[src/nested_priority_irq_gate_pkg.sv]
// Constants shared by the nested interrupt priority gate and its arbiter
package nested_priority_irq_gate_pkg;

    localparam int unsigned NUM_SRC     = 8;    // Interrupt sources handled
    localparam int unsigned SRC_W       = 3;    // Width of a source number
    localparam int unsigned PRI_W       = 2;    // Width of a priority or threshold
    localparam int unsigned STACK_DEPTH = 3;    // One nesting slot per priority level
    localparam int unsigned DEPTH_W     = 2;    // Width of the nesting depth count

    // Priority levels; a larger value is more urgent
    localparam logic [PRI_W-1:0] pri_none             = 2'h0;
    localparam logic [PRI_W-1:0] priority_normal_app  = 2'h1;
    localparam logic [PRI_W-1:0] priority_radio_stack = 2'h2;
    localparam logic [PRI_W-1:0] priority_urgent_app  = 2'h3;

    // Reset values
    localparam logic [PRI_W-1:0] thr_reset  = 2'h0;
    localparam logic             nest_reset = 1'b1;
    localparam logic [PRI_W-1:0] pri_reset  = priority_normal_app;

    // Source wired to the radio interrupt
    localparam logic [SRC_W-1:0] radio_interrupt_src = 3'h0;

    // Threshold held during flash erase, read or write
    localparam logic [PRI_W-1:0] thr_flash = 2'h1;

endpackage : nested_priority_irq_gate_pkg

[src/arb_if.sv]
// Carrier between the gate and its priority arbiter
`timescale 1ns/1ps
interface arb_if;
    import nested_priority_irq_gate_pkg::*;

    logic [NUM_SRC-1:0]            pending;   // Pending requests
    logic [NUM_SRC-1:0][PRI_W-1:0] pri;       // Priority per source
    logic [PRI_W-1:0]              floor;     // A request must be above this
    logic                          valid;     // A request is eligible
    logic [SRC_W-1:0]              id;        // Winning source
    logic [PRI_W-1:0]              best_pri;  // Priority of the winner

    modport gate (output pending, output pri, output floor,
                  input valid, input id, input best_pri);
    modport arb  (input pending, input pri, input floor,
                  output valid, output id, output best_pri);
endinterface : arb_if

[src/nested_priority_irq_gate.sv]
// Priority and threshold gate for nested interrupts toward the core
// Notes on behaviour
// - Every source holds a priority of 1, 2 or 3; larger is more urgent.
// - Software sets each source's priority individually; a source never set runs at the lowest level, 1.
// - A pending request goes to the core only if its priority exceeds the threshold.
// - Higher priority preempts a running lower handler; the lower one resumes afterwards.
// - After reset nesting is on and the threshold is zero.
// - Threshold one during flash work still lets priorities two and three through.
`timescale 1ns/1ps
module nested_priority_irq_gate (
    input  wire logic                                                clk_sys_i,
    input  wire logic                                                rstn_i,
    input  wire logic [nested_priority_irq_gate_pkg::NUM_SRC-1:0]    irq_src_i,
    input  wire logic                                                cfg_pri_we_i,
    input  wire logic [nested_priority_irq_gate_pkg::SRC_W-1:0]      cfg_src_i,
    input  wire logic [nested_priority_irq_gate_pkg::PRI_W-1:0]      cfg_pri_i,
    input  wire logic                                                thr_we_i,
    input  wire logic [nested_priority_irq_gate_pkg::PRI_W-1:0]      thr_i,
    input  wire logic                                                nest_we_i,
    input  wire logic                                                nest_en_i,
    input  wire logic                                                claim_i,
    input  wire logic                                                complete_i,
    output logic                                                     irq_req_o,
    output logic      [nested_priority_irq_gate_pkg::SRC_W-1:0]      irq_id_o,
    output logic      [nested_priority_irq_gate_pkg::PRI_W-1:0]      irq_pri_o,
    output logic      [nested_priority_irq_gate_pkg::PRI_W-1:0]      thr_o,
    output logic                                                     nest_en_o,
    output logic      [nested_priority_irq_gate_pkg::DEPTH_W-1:0]    depth_o,
    output logic      [nested_priority_irq_gate_pkg::PRI_W-1:0]      active_pri_o
);
    import nested_priority_irq_gate_pkg::*;

    typedef struct packed {
        logic [NUM_SRC-1:0]                sync1;    // First synchroniser stage
        logic [NUM_SRC-1:0]                sync2;    // Second synchroniser stage
        logic [NUM_SRC-1:0]                prev;     // Edge detector history
        logic [NUM_SRC-1:0]                pend;     // Sticky pending requests
        logic [NUM_SRC-1:0][PRI_W-1:0]     pri;      // Priority per source
        logic [PRI_W-1:0]                  thr;      // Current threshold
        logic                              nest_en;  // Nesting allowed
        logic [STACK_DEPTH-1:0][SRC_W-1:0] stk_id;   // Handlers in service
        logic [STACK_DEPTH-1:0][PRI_W-1:0] stk_pri;  // Their priorities
        logic [DEPTH_W-1:0]                depth;    // Handlers in service
        logic                              req;      // Request to the core
        logic [SRC_W-1:0]                  id;       // Offered source
        logic [PRI_W-1:0]                  req_pri;  // Offered priority
        logic [PRI_W-1:0]                  act_pri;  // Level in service, kept in a flop for the pin
        logic                              started;  // Low only in first cycle
    } gate_s;

    gate_s st;
    gate_s next_st;

    arb_if             arb ();
    logic [NUM_SRC-1:0] rise;
    logic               claim_ok;
    logic [DEPTH_W-1:0] d;
    logic [PRI_W-1:0]   running;
    logic [PRI_W-1:0]   next_running;

    ////////////////////////////////////////////////////////////////////////////
    // Priority of the handler on top of the nesting stack, none when idle
    function automatic logic [PRI_W-1:0] top_pri(
        input logic [STACK_DEPTH-1:0][PRI_W-1:0] stk,
        input logic [DEPTH_W-1:0]                dep
    );
        logic [PRI_W-1:0] r;
        r = pri_none;
        if (dep != '0) begin
            r = stk[dep - 2'h1];
        end
        return r;
    endfunction : top_pri

    nested_priority_arbiter u_arbiter (
        .clk_sys_i (clk_sys_i),
        .rstn_i    (rstn_i),
        .bus       (arb.arb)
    );

    ////////////////////////////////////////////////////////////////////////////
    // Next state. Arbitration looks at the next state so that the registered
    // offer always agrees with the registered threshold, stack and pending set.
    always_comb begin
        next_st       = st;
        next_st.started = 1'b1;
        next_st.sync1 = irq_src_i;
        next_st.sync2 = st.sync1;
        next_st.prev  = st.sync2;
        rise          = st.sync2 & ~st.prev;
        claim_ok      = claim_i && st.req;
        // Pending: a new edge wins over a claim in the same cycle
        if (claim_ok) begin
            next_st.pend[st.id] = 1'b0;
        end
        next_st.pend = next_st.pend | rise;
        // Zero is not a legal level, so it is stored as the lowest one
        if (cfg_pri_we_i) begin
            next_st.pri[cfg_src_i] = (cfg_pri_i == pri_none) ? priority_normal_app
                                                             : cfg_pri_i;
        end
        if (thr_we_i) begin
            next_st.thr = thr_i;
        end
        if (nest_we_i) begin
            next_st.nest_en = nest_en_i;
        end
        // Return pops first, so a claim in the same cycle replaces the top
        d = st.depth;
        if (complete_i && (d != '0)) begin
            d = d - 2'h1;
        end
        if (claim_ok && (32'(d) < STACK_DEPTH)) begin
            next_st.stk_id[d]  = st.id;
            next_st.stk_pri[d] = st.req_pri;
            d = d + 2'h1;
        end
        next_st.depth = d;
        next_running  = top_pri(next_st.stk_pri, next_st.depth);
        next_st.act_pri = next_running;
        // Floor: threshold, or the running level if higher; urgent level while a handler runs with nesting off
        arb.pending = next_st.pend;
        arb.pri     = next_st.pri;
        if (next_st.depth != '0 && !next_st.nest_en) begin
            arb.floor = priority_urgent_app;
        end else if (next_running > next_st.thr) begin
            arb.floor = next_running;
        end else begin
            arb.floor = next_st.thr;
        end
        next_st.req     = arb.valid;
        next_st.id      = arb.id;
        next_st.req_pri = arb.best_pri;
    end

    ////////////////////////////////////////////////////////////////////////////
    // State register; priorities start at the lowest level
    always_ff @(posedge clk_sys_i or negedge rstn_i) begin
        if (!rstn_i) begin
            st         <= '0;
            st.pri     <= {NUM_SRC{pri_reset}};
            st.thr     <= thr_reset;
            st.nest_en <= nest_reset;
        end else begin
            st <= next_st;
        end
    end

    ////////////////////////////////////////////////////////////////////////////
    // Outputs straight from the state
    assign running      = st.act_pri;
    assign irq_req_o    = st.req;
    assign irq_id_o     = st.id;
    assign irq_pri_o    = st.req_pri;
    assign thr_o        = st.thr;
    assign nest_en_o    = st.nest_en;
    assign depth_o      = st.depth;
    assign active_pri_o = running;
endmodule : nested_priority_irq_gate

[src/nested_priority_arbiter.sv]
// Picks the most urgent eligible source, lowest number first on a tie
`timescale 1ns/1ps
module nested_priority_arbiter (
    input  wire logic clk_sys_i,
    input  wire logic rstn_i,
    arb_if.arb        bus
);
    import nested_priority_irq_gate_pkg::*;

    logic [NUM_SRC-1:0] elig;
    logic               lower_tie;
    logic               higher_left;

    ////////////////////////////////////////////////////////////////////////////
    // Eligibility: pending and strictly above the floor
    generate
        for (genvar i = 0; i < NUM_SRC; i++) begin : g_elig
            assign elig[i] = bus.pending[i] && (bus.pri[i] > bus.floor);
        end
    endgenerate

    // Scan downward so a lower number overwrites an equal priority
    always_comb begin
        bus.valid    = 1'b0;
        bus.id       = '0;
        bus.best_pri = pri_none;
        for (int i = NUM_SRC - 1; i >= 0; i--) begin
            if (elig[i] && (bus.pri[i] >= bus.best_pri)) begin
                bus.valid    = 1'b1;
                bus.id       = SRC_W'(i);
                bus.best_pri = bus.pri[i];
            end
        end
    end

    ////////////////////////////////////////////////////////////////////////////
    // Checking helpers: any better candidate left behind
    always_comb begin
        lower_tie   = 1'b0;
        higher_left = 1'b0;
        for (int i = 0; i < NUM_SRC; i++) begin
            if (elig[i] && (SRC_W'(i) < bus.id) && (bus.pri[i] == bus.best_pri)) begin
                lower_tie = 1'b1;
            end
            if (elig[i] && (bus.pri[i] > bus.best_pri)) begin
                higher_left = 1'b1;
            end
        end
    end
endmodule : nested_priority_arbiter

[config.mk]
export PLATFORM = sky130hd
export DESIGN_NAME = nested_priority_irq_gate
export DESIGN_NICKNAME = d
export VERILOG_FILES = /design/src/nested_priority_irq_gate_pkg.sv /design/src/arb_if.sv /design/src/nested_priority_irq_gate.sv /design/src/nested_priority_arbiter.sv
export SDC_FILE = /design/constraint.sdc
export NUM_CORES = 1
export LEC_CHECK = 0
export BUFFER_PORTS_ARGS = -buffer_cell sky130_fd_sc_hd__buf_2
export CAP_MARGIN = 20
export CELL_PAD_IN_SITES_DETAIL_PLACEMENT = 0
export CELL_PAD_IN_SITES_GLOBAL_PLACEMENT = 1
export CORE_MARGIN = 2
export CORE_UTILIZATION = 40
export DETAILED_ROUTE_END_ITERATION = 6
export HOLD_SLACK_MARGIN = 0.06
export PLACE_DENSITY_LB_ADDON = 0.05
export SYNTH_ARGS = -nofsm -noshare
export SYNTH_HDL_FRONTEND = slang
export SYNTH_SLANG_ARGS = --single-unit
[constraint.sdc]
create_clock -name clk_sys_i -period 15.6 [get_ports clk_sys_i]
set_input_delay 3.12 -clock clk_sys_i [delete_from_list [all_inputs] [get_ports clk_sys_i]]
set_output_delay 3.12 -clock clk_sys_i [all_outputs]
set_load 0.02 [all_outputs]
==> impl_metrics.csv <==
group,metric,value,unit
outcome,outcome,"complete, no violations",
yosys,synth_ff_type,"dfrtp_1",
yosys,ys_seq_elements,67,
setup_path,rrSetupSlack,2.97,ns
yosys,syn_nets,418,
timing,relSlewSlack,45.13,%
yosys,yosys-top-cells-area,"dfrtp_1 38%, ha_1 8.6%, dfstp_2 6.2%",
setup_path,end_kind,"flop",
place,place_ws,0.4355,ns
timing,report.final.slew_viol_count,0,
yosys,yosysWarnings,0,
clock_tree,cts_buffers,9,
layout,nets,478,
hold_path,min_path_type,"flop to flop",
floorplanning,start_util,41.20,%
global_routing,grt_antenna_before_repair,0,
yosys,syn-cell-area,3789,sq um
hold_path,min_from,"next_st[67]",
layout,antenna-diode-count,0,
yosys,syn_inst,369,
yosys,seq_area_frac_synth,44.55,%
setup_path,critPathKind,"primary input to flop",
timing,fmax,0.06895,GHz
setup_path,max_stage_delay,0.33,ns
global_routing,grt_max_degree,68,
yosys,avgSynthCellArea,10.27,sq um
detailed_routing,drtPass1Iterations,5,
layout,layout_commonest_cell,"dfrtp_1",
place,io_buffers,35,
yosys,yosysTopAreaCell,"dfrtp_1",
clock_tree,cts_htree_levels,3,
detailed_routing,via_per_inst,5.251,
layout,final_cells,545,
clock_tree,cts_buffer_depth,2,
global_routing,grt_pass1_wl,14060,um
setup_path,crit_path_start_kind,"primary input",
timing,finalCritPeriodShare,92.97,%
clock_tree,holdBufCountCts,0,
detailed_routing,drc,0,
global_routing,track_usage,18.06,%
global_routing,first_global_vias,2805,
clock_tree,path_clk_slew,0.09,ns
flow_run,cap_viol_max_count,0,
detailed_routing,wl_per_cell,15.25,um
setup_path,crit_arrival,14.74,ns
yosys,yosysUniqueCellTypes,66,
yosys,synth_edf_count,0,
setup_path,rr_endpoint,"irq_id_o[2]",
floorplanning,pin_count,36,
timing,finClkSkew,0.01472,ns
timing,hold_viol_final,0,
clock_tree,clock-sinks,67,
setup_path,critPathLaunch,"complete_i",
clock_tree,clk_latency,0.35,ns
yosys,yosysTopAreaCellShare,38.31,%
floorplanning,rows,35,
layout,final_cell_mix,"58 x dfrtp_1, 38 x inv_1, 35 x buf_2",
detailed_routing,drt_wl_total,8313,um
yosys,ys_async_sr_fraction,100.0,%
setup_path,path_common_cell,"ha_1",
floorplanning,dieArea,10270,sq um
setup_path,rr_startpoint,"depth_o[0]",
setup_path,rr_worst_depth,67,
timing,setup_viol_count_final,0,
setup_path,worst_path_max_delay_cell,"ha_1",
layout,drive_gt1_share,30.41,%
clock_tree,root_buffer,"clkbuf_8",
setup_path,worstPathMaxFanout,4,
detailed_routing,drtIter0Drc,89,
timing,finalWorstSetupSlack,1.096,ns
detailed_routing,vias,2862,
clock_tree,cts_setup_buffers,0,
place,dp.cells,529,
layout,n_fill_cell,895,
setup_path,critPathRequiredTime,15.84,ns
global_routing,grt_remaining_overflow,0,
hold_path,hold-path-endpoint,"next_st[59]",
floorplanning,coreArea,9196,sq um
hold_path,min_delay_path_depth,0,
floorplanning,die_w,101.3,um
layout,area_growth,18.39,%
place,gp_congestion,0.8145,
timing,setup_tns,0,ns
place,hpwl,6326,um
layout,final_area,4486,sq um
detailed_routing,antenna_left,0,
timing,worst_pin_slew,0.8230,ns
floorplanning,die_y,101.3,um
timing,layout_min_cycle_time,14.50,ns
place,dpl_cell_area,4212,sq um
clock_tree,tritoncts,"done",
[critical path, delay by kind of cell]
family                   cells  cell delay (ns)
XOR/XNOR                     1             0.14
AO/OA/AOI/OAI               25             4.32
adder cells (fa/ha/maj)     11             3.02
buffers and inverters        8             0.81
AND/OR/NAND/NOR             22             3.30
[metrics by stage]
| step | hold WS (ns) | util [%] |
|---|---|---|
| global placement | 0.3327 | 45.80 |
| detailed placement | 0.3364 | 45.80 |
| floorplan | 0.3312 | - |
| CTS | 0.3533 | 48.22 |
| global route | 0.3636 | 48.78 |
| finish | 0.3504 | 48.78 |
[registers in the layout, summed over array words and instances (netlist names)]
name,flops
next_st,16
st,38
irq_pri_o,2
thr_o,2
nest_en_o,1
irq_req_o,1
depth_o,2
active_pri_o,2
irq_id_o,3
[how the worst max path moves through the flow]
stage                         endpoint  slack [ns]  cells after the start
after floorplan           irq_pri_o[1]        1.38                     65
after global placement     irq_id_o[2]        0.56                     67
after detailed placement   irq_id_o[2]        0.44                     67
after CTS                  irq_id_o[2]        0.62                     67
after global routing       irq_id_o[2]      -0.008                     67
final                      irq_id_o[2]        1.10                     67
[cell families after synthesis]
group                    count (synthesis)  synth area share, %
AND/OR/NAND/NOR                        113                16.81
AO/OA/AOI/OAI                           82                15.42
flip-flops                              67                44.55
buffers and inverters                   52                6.242
multiplexers                            27                7.860
adder cells (fa/ha/maj)                 27                8.884
XOR/XNOR                                 1               0.2312
[routing by layer]
metal	up-vias	global-route usage, %	share of wire (%)
li1	1429	-	-
met1	1366	25.96	50
met2	57	27.31	44
met3	10	3.520	3.7
met4	0	6.341	1.8
met5	-	0	0
[cell usage after synthesis, drive strengths merged, types with 9 or more instances]
master	count
a21oi	15
and3	9
buf	11
dfrtp	58
dfstp	9
ha	26
inv	40
mux2	19
nand2	23
nand2b	12
nor2	18
nor3	9
o21a	10
o21ai	22
[repair_timing]
item	CTS	global route
endpoints found under the hold margin	0	0
endpoints found under the setup margin	0	6
resized for setup	0	10
[area by class of cell]
type / instances / area (sq um) / area share [%]
tap: 111 / 138.9 / 3.096
multi-input combinational: 250 / 1916 / 42.71
clock buffer: 9 / 123.9 / 2.762
timing repair buffer: 61 / 370.4 / 8.257
sequential: 67 / 1688 / 37.63
clock inverter: 7 / 98.84 / 2.204
inverter: 40 / 150.1 / 3.347
Power is not shown: default switching activity piles up to over one toggle a cycle in this logic, so the estimate is an artifact.
